==> src/hdl/pfrst_defines.vh <==
/*
 * Constants for the fault recovery and current-sense trigger block:
 * register byte addresses, field positions, writable-bit masks, resets.
 * Assumes inclusion by bare name from the design files of this block.
 */
`ifndef PFRST_DEFINES_VH
`define PFRST_DEFINES_VH

// Register port widths
`define PFRST_ADDR_W 12
`define PFRST_DATA_W 8

// Register byte addresses
`define PFRST_A_FMASK 12'hF24
`define PFRST_A_FSTAT 12'hF25
`define PFRST_A_FCTL 12'hF28
`define PFRST_A_SHC 12'hF29
`define PFRST_A_CNTH 12'hF2C
`define PFRST_A_IMASK 12'hF3E

// fault_recovery_control fields
`define PFRST_FCTL_DBG_RST 6
`define PFRST_FCTL_F1_INT 5
`define PFRST_FCTL_F1_RST 4
`define PFRST_FCTL_C0_INT 3
`define PFRST_FCTL_C0_RST 2
`define PFRST_FCTL_F0_INT 1
`define PFRST_FCTL_F0_RST 0

// Fault status, fault mask and interrupt mask fields
`define PFRST_ST_RLD 7
`define PFRST_ST_DBG 5
`define PFRST_ST_F1 2
`define PFRST_ST_C0 1
`define PFRST_ST_F0 0

// current_sense_trigger_control fields
`define PFRST_SHC_POL 7
`define PFRST_SHC_HON 6
`define PFRST_SHC_HOFF 5
`define PFRST_SHC_LON 4
`define PFRST_SHC_LOFF 3
`define PFRST_SHC_SEL_HI 2
`define PFRST_SHC_SEL_LO 0

// Implemented (non-reserved) bits per register
`define PFRST_FCTL_BITS 8'h7F
`define PFRST_FMASK_BITS 8'h27
`define PFRST_FSTAT_BITS 8'hA7
`define PFRST_SHC_BITS 8'hFF
`define PFRST_CNTH_BITS 8'h0F
`define PFRST_IMASK_BITS 8'hA7

// Reset values
`define PFRST_FCTL_RST 8'h00
`define PFRST_FMASK_RST 8'h00
`define PFRST_FSTAT_RST 8'h00
`define PFRST_SHC_RST 8'h00
`define PFRST_CNTH_RST 8'h00
`define PFRST_IMASK_RST 8'h00

`endif

==> src/hdl/pfrst_core.v <==
/*
 * Fault recovery and current-sense trigger for a three-channel
 * complementary PWM: fault flags, masks, recovery policy, interrupt,
 * sample/hold trigger and the counter upper byte register.
 * Assumes all inputs synchronous to clock; fault inputs high while
 * asserted; period_start and counter_reload are one-cycle pulses
 * from the counter logic, which also owns modulator_run_enable.
 */
// The plain strobed port was decided locally.
// What this block does
// - Debug recovery bit 0: resume after all faults clear and next period starts.
// - Recovery bit 1: resume after faults clear, flags cleared and a reload.
// - Fault1, comparator, Fault0 bit 0: resume at once when faults clear.
// - Bit 5 set: request interrupt on Fault1 assertion; clear: none.
// - Comparator interrupt enable set: request on comparator fault; clear: none.
// - Fault0 interrupt enable set: request on Fault0 assertion; clear: none.
// - Fault control register writes ignored while the modulator runs.
// - Polarity 0 holds while terms true; 1 holds while terms false.
// - High-side-on enable adds term: all selected high-side outputs active.
// - High-side-off enable adds term: all selected high-side outputs inactive.
// - Low-side-on enable adds term: all selected low-side outputs active.
// - Low-side-off enable adds term: all selected low-side outputs inactive.
// - Per-channel select bits drop unselected channels from every product.
// - Each source sets a sticky flag; software clears it by writing 1.
// - Mask bit 1 stops a source producing a fault; 0 lets it.
`include "pfrst_defines.vh"

module pfrst_core (
    input wire clock,                         // 200 MHz clock
    input wire rst_b,                         // Synchronous reset, low
    input wire [`PFRST_ADDR_W-1:0] reg_addr,  // Register byte address
    input wire [`PFRST_DATA_W-1:0] reg_wdata, // Register write data
    input wire reg_wr,                        // Write strobe
    input wire reg_rd,                        // Read strobe
    output reg [`PFRST_DATA_W-1:0] reg_rdata, // Read data, next cycle
    input wire modulator_run_enable,          // PWM running
    input wire debug_entry,                   // Debug mode entered
    input wire second_fault_in,               // Fault1 asserted
    input wire comparator_fault_in,           // Comparator 0 asserted
    input wire first_fault_in,                // Fault0 asserted
    input wire period_start,                  // New PWM period pulse
    input wire counter_reload,                // Counter reload pulse
    input wire [2:0] upper_output,            // High-side states ch2..0
    input wire [2:0] lower_output,            // Low-side states ch2..0
    output reg outputs_forced,                // Outputs in fault state
    output reg hold_out,                      // Sample/hold hold level
    output reg irq                            // Interrupt request, level
);

    ////////////////////////////////////////////////////////////////////
    // States
    localparam [3:0] ST_RUN = 4'h1;
    localparam [3:0] ST_FAULT = 4'h2;
    localparam [3:0] ST_PERIOD = 4'h4;
    localparam [3:0] ST_SWREC = 4'h8;

    ////////////////////////////////////////////////////////////////////
    // Decoding helpers
    function hit;
        input [`PFRST_ADDR_W-1:0] a;
        input [`PFRST_ADDR_W-1:0] target;
        begin
            hit = (a == target);
        end
    endfunction

    // Source vector {debug, fault1, comparator, fault0} in byte layout
    function [7:0] src_to_byte;
        input [3:0] s;
        begin
            src_to_byte = 8'h00;
            src_to_byte[`PFRST_ST_DBG] = s[3];
            src_to_byte[`PFRST_ST_F1] = s[2];
            src_to_byte[`PFRST_ST_C0] = s[1];
            src_to_byte[`PFRST_ST_F0] = s[0];
        end
    endfunction

    function [3:0] byte_to_src;
        input [7:0] b;
        begin
            byte_to_src = {b[`PFRST_ST_DBG], b[`PFRST_ST_F1],
                           b[`PFRST_ST_C0], b[`PFRST_ST_F0]};
        end
    endfunction

    ////////////////////////////////////////////////////////////////////
    // Registers
    reg [7:0] fctl_r;
    reg [7:0] fmask_r;
    reg [7:0] fstat_r;
    reg [7:0] fstat_nxt;
    reg [7:0] shc_r;
    reg [7:0] cnth_r;
    reg [7:0] imask_r;
    reg [3:0] state_r;
    reg [3:0] state_nxt;
    reg [3:0] trig_r;
    reg [3:0] trig_nxt;
    reg [7:0] rd_mux;

    wire wr_fctl;
    wire wr_fmask;
    wire wr_fstat;
    wire wr_shc;
    wire wr_cnth;
    wire wr_imask;
    wire [3:0] src_raw;
    wire [3:0] src_active;
    wire [3:0] rst_policy;
    wire [7:0] irq_enable;
    wire [7:0] fault_flags;
    wire flags_clear;
    wire any_active;
    wire hold_raw;
    wire [7:0] irq_cause;

    ////////////////////////////////////////////////////////////////////
    // Write decode
    assign wr_fctl = reg_wr & hit(reg_addr, `PFRST_A_FCTL)
                     & ~modulator_run_enable;
    assign wr_fmask = reg_wr & hit(reg_addr, `PFRST_A_FMASK)
                      & ~modulator_run_enable;
    assign wr_fstat = reg_wr & hit(reg_addr, `PFRST_A_FSTAT);
    assign wr_shc = reg_wr & hit(reg_addr, `PFRST_A_SHC);
    assign wr_cnth = reg_wr & hit(reg_addr, `PFRST_A_CNTH);
    assign wr_imask = reg_wr & hit(reg_addr, `PFRST_A_IMASK);

    always @(posedge clock) begin
        if (!rst_b) begin
            fctl_r <= `PFRST_FCTL_RST;
        end else if (wr_fctl) begin
            fctl_r <= reg_wdata & `PFRST_FCTL_BITS;
        end
    end

    // Mask shares the write lock of the control register
    always @(posedge clock) begin
        if (!rst_b) begin
            fmask_r <= `PFRST_FMASK_RST;
        end else if (wr_fmask) begin
            fmask_r <= reg_wdata & `PFRST_FMASK_BITS;
        end
    end

    always @(posedge clock) begin
        if (!rst_b) begin
            shc_r <= `PFRST_SHC_RST;
        end else if (wr_shc) begin
            shc_r <= reg_wdata & `PFRST_SHC_BITS;
        end
    end

    always @(posedge clock) begin
        if (!rst_b) begin
            cnth_r <= `PFRST_CNTH_RST;
        end else if (wr_cnth) begin
            cnth_r <= reg_wdata & `PFRST_CNTH_BITS;
        end
    end

    always @(posedge clock) begin
        if (!rst_b) begin
            imask_r <= `PFRST_IMASK_RST;
        end else if (wr_imask) begin
            imask_r <= reg_wdata & `PFRST_IMASK_BITS;
        end
    end

    ////////////////////////////////////////////////////////////////////
    // Fault sources and sticky flags
    assign src_raw = {debug_entry, second_fault_in,
                      comparator_fault_in, first_fault_in};
    // A masked source still sets its flag
    assign src_active = src_raw & ~byte_to_src(fmask_r);
    assign any_active = |src_active;

    // Set wins over a same-cycle write-one clear
    always @* begin
        fstat_nxt = fstat_r;
        if (wr_fstat) begin
            fstat_nxt = fstat_nxt & ~(reg_wdata & `PFRST_FSTAT_BITS);
        end
        fstat_nxt = fstat_nxt | src_to_byte(src_raw);
        if (counter_reload) begin
            fstat_nxt[`PFRST_ST_RLD] = 1'b1;
        end
    end

    always @(posedge clock) begin
        if (!rst_b) begin
            fstat_r <= `PFRST_FSTAT_RST;
        end else begin
            fstat_r <= fstat_nxt;
        end
    end

    assign fault_flags = fstat_r & src_to_byte(4'hF);
    // Reload flag does not hold off software recovery
    assign flags_clear = ~|fault_flags;

    ////////////////////////////////////////////////////////////////////
    // Recovery policy per source {debug, fault1, comparator, fault0}
    assign rst_policy = {fctl_r[`PFRST_FCTL_DBG_RST],
                         fctl_r[`PFRST_FCTL_F1_RST],
                         fctl_r[`PFRST_FCTL_C0_RST],
                         fctl_r[`PFRST_FCTL_F0_RST]};

    // Recovery state machine
    always @* begin
        state_nxt = state_r;
        trig_nxt = trig_r;
        case (state_r)
            ST_RUN: begin
                if (any_active) begin
                    state_nxt = ST_FAULT;
                    trig_nxt = src_active;
                end
            end
            ST_FAULT: begin
                trig_nxt = trig_r | src_active;
                if (!any_active) begin
                    if (|(trig_r & rst_policy)) begin
                        state_nxt = ST_SWREC;
                    end else if (trig_r[3]) begin
                        state_nxt = ST_PERIOD;
                    end else begin
                        state_nxt = ST_RUN;
                    end
                end
            end
            ST_PERIOD: begin
                if (any_active) begin
                    state_nxt = ST_FAULT;
                    trig_nxt = trig_r | src_active;
                end else if (period_start) begin
                    state_nxt = ST_RUN;
                end
            end
            ST_SWREC: begin
                if (any_active) begin
                    state_nxt = ST_FAULT;
                    trig_nxt = trig_r | src_active;
                end else if (flags_clear && counter_reload) begin
                    state_nxt = ST_RUN;
                end
            end
            default: begin
                // Illegal code: treat as a fault from every source
                state_nxt = ST_FAULT;
                trig_nxt = 4'hF;
            end
        endcase
    end

    always @(posedge clock) begin
        if (!rst_b) begin
            state_r <= ST_RUN;
        end else begin
            state_r <= state_nxt;
        end
    end

    // Triggers gather every source seen during one fault episode
    always @(posedge clock) begin
        if (!rst_b) begin
            trig_r <= 4'h0;
        end else begin
            trig_r <= trig_nxt;
        end
    end

    // Follows the next state, so outputs go off one cycle after a fault
    always @(posedge clock) begin
        if (!rst_b) begin
            outputs_forced <= 1'b0;
        end else begin
            outputs_forced <= (state_nxt != ST_RUN);
        end
    end

    ////////////////////////////////////////////////////////////////////
    // Interrupt: enables for the fault pins live in the control register
    assign irq_enable = {1'b1, 1'b0, 1'b1, 2'b00,
                         fctl_r[`PFRST_FCTL_F1_INT],
                         fctl_r[`PFRST_FCTL_C0_INT],
                         fctl_r[`PFRST_FCTL_F0_INT]};

    // Next status, so a new event and its interrupt land together
    assign irq_cause = fstat_nxt & imask_r & irq_enable;

    always @(posedge clock) begin
        if (!rst_b) begin
            irq <= 1'b0;
        end else begin
            irq <= |irq_cause;
        end
    end

    ////////////////////////////////////////////////////////////////////
    // Current-sense hold
    pfrst_hold u_hold (
        .ctl(shc_r),
        .upper_out(upper_output),
        .lower_out(lower_output),
        .hold_raw(hold_raw)
    );

    always @(posedge clock) begin
        if (!rst_b) begin
            hold_out <= 1'b0;
        end else begin
            hold_out <= hold_raw;
        end
    end

    ////////////////////////////////////////////////////////////////////
    // Read path; unmapped and reserved bits read zero
    always @* begin
        case (1'b1)
            hit(reg_addr, `PFRST_A_FCTL): rd_mux = fctl_r;
            hit(reg_addr, `PFRST_A_FMASK): rd_mux = fmask_r;
            hit(reg_addr, `PFRST_A_FSTAT): rd_mux = fstat_r;
            hit(reg_addr, `PFRST_A_SHC): rd_mux = shc_r;
            hit(reg_addr, `PFRST_A_CNTH): rd_mux = cnth_r;
            hit(reg_addr, `PFRST_A_IMASK): rd_mux = imask_r;
            default: rd_mux = 8'h00;
        endcase
    end

    always @(posedge clock) begin
        if (!rst_b) begin
            reg_rdata <= 8'h00;
        end else if (reg_rd) begin
            reg_rdata <= rd_mux;
        end else begin
            reg_rdata <= 8'h00;
        end
    end

endmodule

==> src/hdl/pfrst_hold.v <==
/*
 * Sample/hold product terms for the current-sense trigger.
 * Assumes output states are synchronous levels, high meaning active.
 */
`include "pfrst_defines.vh"

module pfrst_hold (
    input wire [7:0] ctl,        // current_sense_trigger_control value
    input wire [2:0] upper_out,  // High-side output states
    input wire [2:0] lower_out,  // Low-side output states
    output wire hold_raw         // Combinational hold level
);

    wire [2:0] sel;
    wire [2:0] hon_ch;
    wire [2:0] hoff_ch;
    wire [2:0] lon_ch;
    wire [2:0] loff_ch;
    wire hon_term;
    wire hoff_term;
    wire lon_term;
    wire loff_term;
    wire any_term;

    assign sel = ctl[`PFRST_SHC_SEL_HI:`PFRST_SHC_SEL_LO];

    ////////////////////////////////////////////////////////////////////
    // Unselected channels drop out of every product
    genvar i;
    generate
        for (i = 0; i < 3; i = i + 1) begin : g_chan
            assign hon_ch[i] = ~sel[i] | upper_out[i];
            assign hoff_ch[i] = ~sel[i] | ~upper_out[i];
            assign lon_ch[i] = ~sel[i] | lower_out[i];
            assign loff_ch[i] = ~sel[i] | ~lower_out[i];
        end
    endgenerate

    ////////////////////////////////////////////////////////////////////
    assign hon_term = ctl[`PFRST_SHC_HON] & (&hon_ch);
    assign hoff_term = ctl[`PFRST_SHC_HOFF] & (&hoff_ch);
    assign lon_term = ctl[`PFRST_SHC_LON] & (&lon_ch);
    assign loff_term = ctl[`PFRST_SHC_LOFF] & (&loff_ch);
    assign any_term = hon_term | hoff_term | lon_term | loff_term;
    assign hold_raw = ctl[`PFRST_SHC_POL] ^ any_term;

endmodule

==> config.mk <==
export PLATFORM = sky130hd
export DESIGN_NAME = pfrst_core
export DESIGN_NICKNAME = d
export VERILOG_FILES = /design/src/hdl/pfrst_core.v /design/src/hdl/pfrst_hold.v
export VERILOG_INCLUDE_DIRS = /design/src /design/src/hdl
export SDC_FILE = /design/constraint.sdc
export NUM_CORES = 1
export LEC_CHECK = 0
export BUFFER_PORTS_ARGS = -buffer_cell sky130_fd_sc_hd__clkbuf_2
export CORE_UTILIZATION = 55
export CTS_CLUSTER_DIAMETER = 120
export CTS_CLUSTER_SIZE = 24
export DETAILED_ROUTE_END_ITERATION = 6
export GPL_TIMING_DRIVEN = 0
export HOLD_SLACK_MARGIN = 0.03
export PLACE_DENSITY = 0.79
export SKIP_CTS_REPAIR_TIMING = 1
export SYNTH_ARGS = -nofsm -noshare
export SYNTH_HDL_FRONTEND = slang
export SYNTH_SLANG_ARGS = --single-unit
==> constraint.sdc <==
create_clock -name clock -period 2.3 [get_ports clock]
set_input_delay 0.345 -clock clock [delete_from_list [all_inputs] [get_ports clock]]
set_output_delay 0.345 -clock clock [all_outputs]
set_load 0.05 [all_outputs]
==> impl_metrics.csv, run 1 <==
group,metric,value,unit
run_status,status,"finished, final reports clean",
global_route,grt_pass1_vias,2364,
synth,synth.most_common_cell,"dfxtp_1",
critical_path,reg2reg_depth,5,
layout,regArea,1040,um^2
sta,rsz0062_at_grt,"no",
sta,fin_crit_sh,87.2,%
synth,yosys_warnings,0,
layout,postLayoutCellArea,2930,um^2
pwr,power_switching,0.425,mW
critical_path,worst_setup_path_end_kind,"register",
synth,synth.distinct_cells,52,
critical_path,timing.rr.end,"outputs_forced",
detailed_routing,vias,2508,
synth,yosys.area.top_type,"dfxtp_1",
synth,synth_flop_cell,"dfxtp_1",
place,dpl_cell_area,2780,um^2
layout,antennaDiodeCount,0,
min_path,holdPathEnd,"fctl_r[4]",
place,gp_congestion,0.992,
layout,multi_input_comb_area,1370,um^2
synth,ys_seq_area_share,41.7,%
pwr,p_leak,1.04,nW
floorplan,fp.dieArea,4810,um^2
layout,n_fill_cell,368,
clock_network,clk_pin_slew,0.10,ns
floorplan,row_count,24,
clock_network,cts_tree,"yes",
place,portBuffers,45,
global_route,grtUsageTotal,29.3,%
detailed_routing,drc_errors,0,
floorplan,start_util,57.3,%
clock_network,clock_sinks,52,
synth,syn_nets,336,
synth,netlist_area,2490,um^2
critical_path,critical_path_arrival,2.18,ns
critical_path,critPathSlowestCell,"nor4_2",
sta,hold_violations,0,
critical_path,critPathMaxFanout,10,
critical_path,critPathTopFamily,"simple AND/OR/NAND/NOR gates",
detailed_routing,drt_iter0_markers,296,
critical_path,r2r_slack,0.45,ns
sta,holdWs,0.263,ns
pwr,p_int,1.41,mW
floorplan,io_pins,48,
detailed_routing,ant_nets,0,
pwr,seqPwrFrac,50.6,%
clock_network,ctsLongestPathBuffers,2,
layout,nets,388,
sta,worst_slew_pin_slew,0.883,ns
clock_network,root_buffer,"clkbuf_8",
critical_path,cpPeakStageDelay,0.86,ns
synth,netlist.area_leader.share,41.7,%
pwr,comb_power_share,8.3,%
clock_network,clock_latency,0.31,ns
global_route,grt_max_degree,18,
critical_path,reg2reg_from,"state_r[0]",
synth,ys_ff_latch,52,
sta,skew,0.00879,ns
critical_path,cp_common_cell,"nand2_1",
detailed_routing,routed_wirelength,6710,um
detailed_routing,firstDrtPassIters,6,
place,hpwl,5020,um
critical_path,critical_path_buf_inv_count,1,
clock_network,numCtsBuffers,5,
synth,syn_area_per_cell,8.34,um^2
layout,drive_gt1_share,18.2,%
detailed_routing,routedWlPerCell,16.6,um
pwr,swShare,23.2,%
pwr,pwr-share-clk,41.0,%
sta,setup_viol,0,
floorplan,dieHeight,69.3,um
sta,relSlewSlack,40.6,%
sta,slew_viol_final,0,
synth,netlist_instances,299,
min_path,hold_start,"reg_wdata[4]",
sta,period_minus_slack,2.01,ns
min_path,hold_depth,3,
min_path,hp-class,"in2reg",
global_route,grt_overflow_total,0,
run,drv_cap,0,
synth,yosys-top-cells-area,"dfxtp_1, nand2_1, a21oi_1, nor2_1, nand2b_1",
clock_network,htree_levels,2,
layout,syn_to_final_growth,17.4,%
critical_path,path_cells,"clkbuf_2 -> nand4bb_1 -> nor4_2 -> nand2_1 -> nand2_1 -> a21oi_1",
critical_path,critPathLaunchType,"input port",
global_route,grt_first_pass_wirelength,11300,um
pwr,power,1.83,mW
critical_path,cp_data_required_time,2.48,ns
critical_path,crit_type,"in2reg",
pwr,power.density,626,nW/um^2
synth,synth-edff-count,0,
floorplan,die_x,69.3,um
global_route,antenna_found_initial,0,
sta,clock.fmax,499,MHz
pwr,ir_worst_vdd,0.000403,V
synth,yosys-top-cells-count,"dfxtp_1, nand2_1, nor2_1",
floorplan,placeableCoreArea,4350,um^2
detailed_routing,vias_per_cell,6.21,
synth,async_reset_ff_share,0,%
-- how the worst max path moves through the flow --
stage                      from         end  slack, ns  cells past startpoint
finish              reg_addr[6]  imask_r[2]       0.29                      6
global route             reg_wr         irq       0.09                      6
CTS                 reg_addr[4]   fctl_r[3]       0.21                      7
detailed placement  reg_addr[4]   fctl_r[3]      -0.13                      7
global placement    reg_addr[4]   fctl_r[3]      -0.09                      7
floorplan           reg_addr[4]  fmask_r[1]       0.36                      7
-- sequential cells by signal, summed over array words and instances (netlist names) --
register,count
cnth_r,4
fctl_r,7
fmask_r,4
fstat_r,5
hold_out,1
imask_r,5
irq,1
outputs_forced,1
reg_rdata,8
shc_r,8
state_r,4
trig_r,4
-- logic make-up after synthesis --
kind of cell    count (synthesis)  share of synthesized area, %
simple gates                  133                          28.5
xor+xnor                        1                         0.351
buf+inv                        20                          3.66
mux                             8                          3.21
compound gates                 85                          22.5
flops                          52                          41.7
-- tightest hold or removal path: stages --
cell and delay [ns]:
clkbuf_2 0.09, nand2_1 0.05, a21oi_1 0.05
-- stage by stage --
stage	instances	utilization [%]	setup TNS [ns]	setup WS (ns)
after floorplan	299	-	0	0.362
after global placement	396	63.9	-0.790	-0.0882
after detailed placement	396	63.9	-1.09	-0.126
after CTS	404	67.1	0	0.210
after global routing	404	67.2	0	0.0852
final	404	67.2	0	0.295
-- cell type report --
type,instances,share of cell area (%)
Multi-Input combinational cell,227,46.7
Sequential cell,52,35.6
Timing Repair Buffer,45,7.70
Clock buffer,5,2.35
Clock inverter,3,2.35
Tap cell,52,2.22
Buffer,12,2.09
Inverter,8,1.03
-- power by group through the flow --
stage	Sequential (mW)	Clock [mW]	Combinational [mW]
3_5_place_dp	0.949	0	0.149
6_report	0.928	0.752	0.153
4_1_cts	0.928	0.759	0.150
2_1_floorplan	0.948	0	0.0776
5_1_grt	0.929	0.788	0.166
3_3_place_gp	0.948	0	0.146
-- cell usage in the layout, fill, tap and decap left out, types with 3 or more instances in the layout --
master / netlist / routed
o21ai_0: 14 / 14
mux2i_1: 8 / 8
nor3_2: 2 / 3
dfxtp_1: 52 / 52
nand2_1: 39 / 39
nor2b_1: 3 / 3
a22oi_1: 4 / 4
a211oi_1: 9 / 9
a21oi_1: 27 / 27
clkbuf_2: 0 / 45
o211ai_1: 3 / 3
nand3_1: 17 / 17
a222oi_1: 5 / 5
nor2_1: 29 / 29
clkbuf_1: 8 / 8
nor4b_1: 7 / 7
a31oi_1: 6 / 6
clkbuf_8: 0 / 5
nand2b_1: 14 / 14
inv_1: 8 / 8
-- metal layers --
metal / track usage [%] / routed length (um)
met1: 38.9 / 2800
met2: 48.0 / 3150
met3: 5.52 / 601
met4: 9.75 / 161
met5: 0 / 0
Note: power is estimated with default switching activity, not from simulation.
==> inputs of run 2 (changes only) <==
--- a/config.mk
+++ b/config.mk
@@ -7,13 +7,13 @@
 export NUM_CORES = 1
 export LEC_CHECK = 0
 export BUFFER_PORTS_ARGS = -buffer_cell sky130_fd_sc_hd__clkbuf_2
-export CORE_UTILIZATION = 55
+export CORE_UTILIZATION = 59
 export CTS_CLUSTER_DIAMETER = 120
 export CTS_CLUSTER_SIZE = 24
 export DETAILED_ROUTE_END_ITERATION = 6
 export GPL_TIMING_DRIVEN = 0
 export HOLD_SLACK_MARGIN = 0.03
-export PLACE_DENSITY = 0.79
+export PLACE_DENSITY = 0.84
 export SKIP_CTS_REPAIR_TIMING = 1
 export SYNTH_ARGS = -nofsm -noshare
 export SYNTH_HDL_FRONTEND = slang
==> constraint.sdc (replaced) <==
create_clock -name clock -period 2.35 [get_ports clock]
set_input_delay 0.3525 -clock clock [delete_from_list [all_inputs] [get_ports clock]]
set_output_delay 0.3525 -clock clock [all_outputs]
set_load 0.05 [all_outputs]
==> run 2 against run 1 <==
Sequential power is 2% lower. Cell count fell by 0.50%. Clock power is 28% lower. Wire length rose by 4.1%. Critical path type unchanged. Critical endpoint is now fctl_r[2]. Largest cell class unchanged. Highest routed layer unchanged.
==> impl_metrics.csv, run 2 (synthesized netlist as in run 1, its figures left out) <==
group,metric,value,unit
run_status,status,"finished, final reports clean",
clock_network,numCtsBuffers,5,
detailed_routing,drt_iter0_markers,221,
layout,nets,388,
clock_network,cts_tree,"yes",
sta,holdWs,0.284,ns
clock_network,clk_pin_slew,0.10,ns
place,portBuffers,45,
detailed_routing,ant_nets,0,
critical_path,r2r_slack,0.45,ns
sta,setup_viol,0,
clock_network,clock_latency,0.31,ns
place,hpwl,5180,um
layout,reg.largest.list,"reg_rdata (8), shc_r (8), fctl_r (7)",
clock_network,root_buffer,"clkbuf_8",
clock_network,htree_levels,2,
sta,hold_violations,0,
layout,syn_to_final_growth,15.3,%
critical_path,crit_type,"in2reg",
floorplan,dieHeight,67.0,um
floorplan,io_pins,48,
sta,worst_slew_pin_slew,0.924,ns
floorplan,fp.dieArea,4490,um^2
sta,period_minus_slack,2.16,ns
detailed_routing,routedWlPerCell,17.4,um
run,drv_cap,0,
layout,antennaDiodeCount,0,
global_route,grt_first_pass_wirelength,10800,um
pwr,ir_worst_vdd,0.000402,V
min_path,hp-class,"in2reg",
global_route,grtUsageTotal,32.5,%
pwr,power.density,558,nW/um^2
global_route,grt_overflow_total,0,
floorplan,row_count,23,
critical_path,critPathLaunchType,"input port",
sta,slew_viol_final,0,
layout,final_common_cell,"dfxtp_1",
critical_path,cp_data_required_time,2.53,ns
detailed_routing,vias_per_cell,6.50,
critical_path,worst_setup_path_end_kind,"register",
global_route,grt_max_degree,16,
detailed_routing,vias,2612,
detailed_routing,firstDrtPassIters,5,
sta,fin_crit_sh,91.8,%
place,gp_congestion,0.980,
sta,skew,0.00619,ns
global_route,grt_pass1_vias,2313,
layout,final_util,71.4,%
floorplan,die_x,67.0,um
layout,final_cell_mix,"dfxtp_1, clkbuf_2, nand2_1",
pwr,p_leak,1.02,nW
floorplan,placeableCoreArea,4030,um^2
clock_network,clock_sinks,52,
detailed_routing,routed_wirelength,6980,um
critical_path,critical_path_arrival,2.34,ns
global_route,antenna_found_initial,0,
sta,relSlewSlack,37.9,%
detailed_routing,drc_errors,0,
sta,rsz0062_at_grt,"no",
floorplan,start_util,61.9,%
critical_path,critPathMaxFanout,9,
layout,drive_gt1_share,17.6,%
clock_network,ctsLongestPathBuffers,2,
sta,clock.fmax,464,MHz
-- run 2: changes by cell type in the layout (fill, tap and decap cells not counted), sizes merged --
| cell | change |
|---|---|
| clkinvlp | +1 |
| inv | -1 |
| bufinv | -2 |
| clkbuf | +2 |
-- run 2: power breakdown --
group          total (mW)  internal [mW]  switching, mW
Sequential          0.909          0.895         0.0138
Clock               0.544          0.240          0.304
Combinational       0.151         0.0539         0.0975
-- run 2: path summary, 6_finish.rpt --
kind	from	end	cells past startpoint
setup / recovery	reg_addr[6]	fctl_r[2]	6
hold / removal	reg_wdata[6]	fctl_r[6]	3
setup reg to reg	state_r[0]	outputs_forced	5
hold reg to reg	trig_r[1]	trig_r[1]	2
-- run 2: final cells by class --
cell class | instances | area, um^2
Buffer | 12 | 61.3
Clock buffer | 7 | 86.3
Clock inverter | 1 | 7.51
Fill cell | 340 | 1150
Inverter | 8 | 30.0
Multi-Input combinational cell | 227 | 1360
Sequential cell | 52 | 1040
Tap cell | 50 | 62.6
Timing Repair Buffer | 45 | 225
-- run 2: routing by layer --
metal | part of all wire, % | track usage (%) | wire length (um) | up-vias
met2 | 47 | 53.0 | 3260 | 143
met1 | 41 | 39.6 | 2860 | 1231
li1 | - | - | - | 1209
met3 | 8.8 | 8.22 | 613 | 29
met5 | 0 | 0 | 0 | -
met4 | 3.5 | 14.9 | 246 | 0
-- run 2: critical path, stage by stage --
cell and delay [ns]:
clkbuf_2 0.08, nand4bb_1 0.34, nor3_1 0.79, nand2_1 0.39, o21ai_0 0.29, a21oi_1 0.10
-- run 2: stage by stage --
step | std cells | setup slack, ns | instance area [um^2] | TNS (ns) | total power, mW
floorplan | 299 | 0.404 | 2490 | 0 | 1.00
global placement | 394 | 0.00579 | 2780 | 0 | 1.07
detailed placement | 394 | -0.0630 | 2780 | -0.290 | 1.08
CTS | 402 | 0.268 | 2880 | 0 | 1.60
global route | 402 | 0.0358 | 2880 | 0 | 1.65
finish | 402 | 0.194 | 2880 | 0 | 1.60
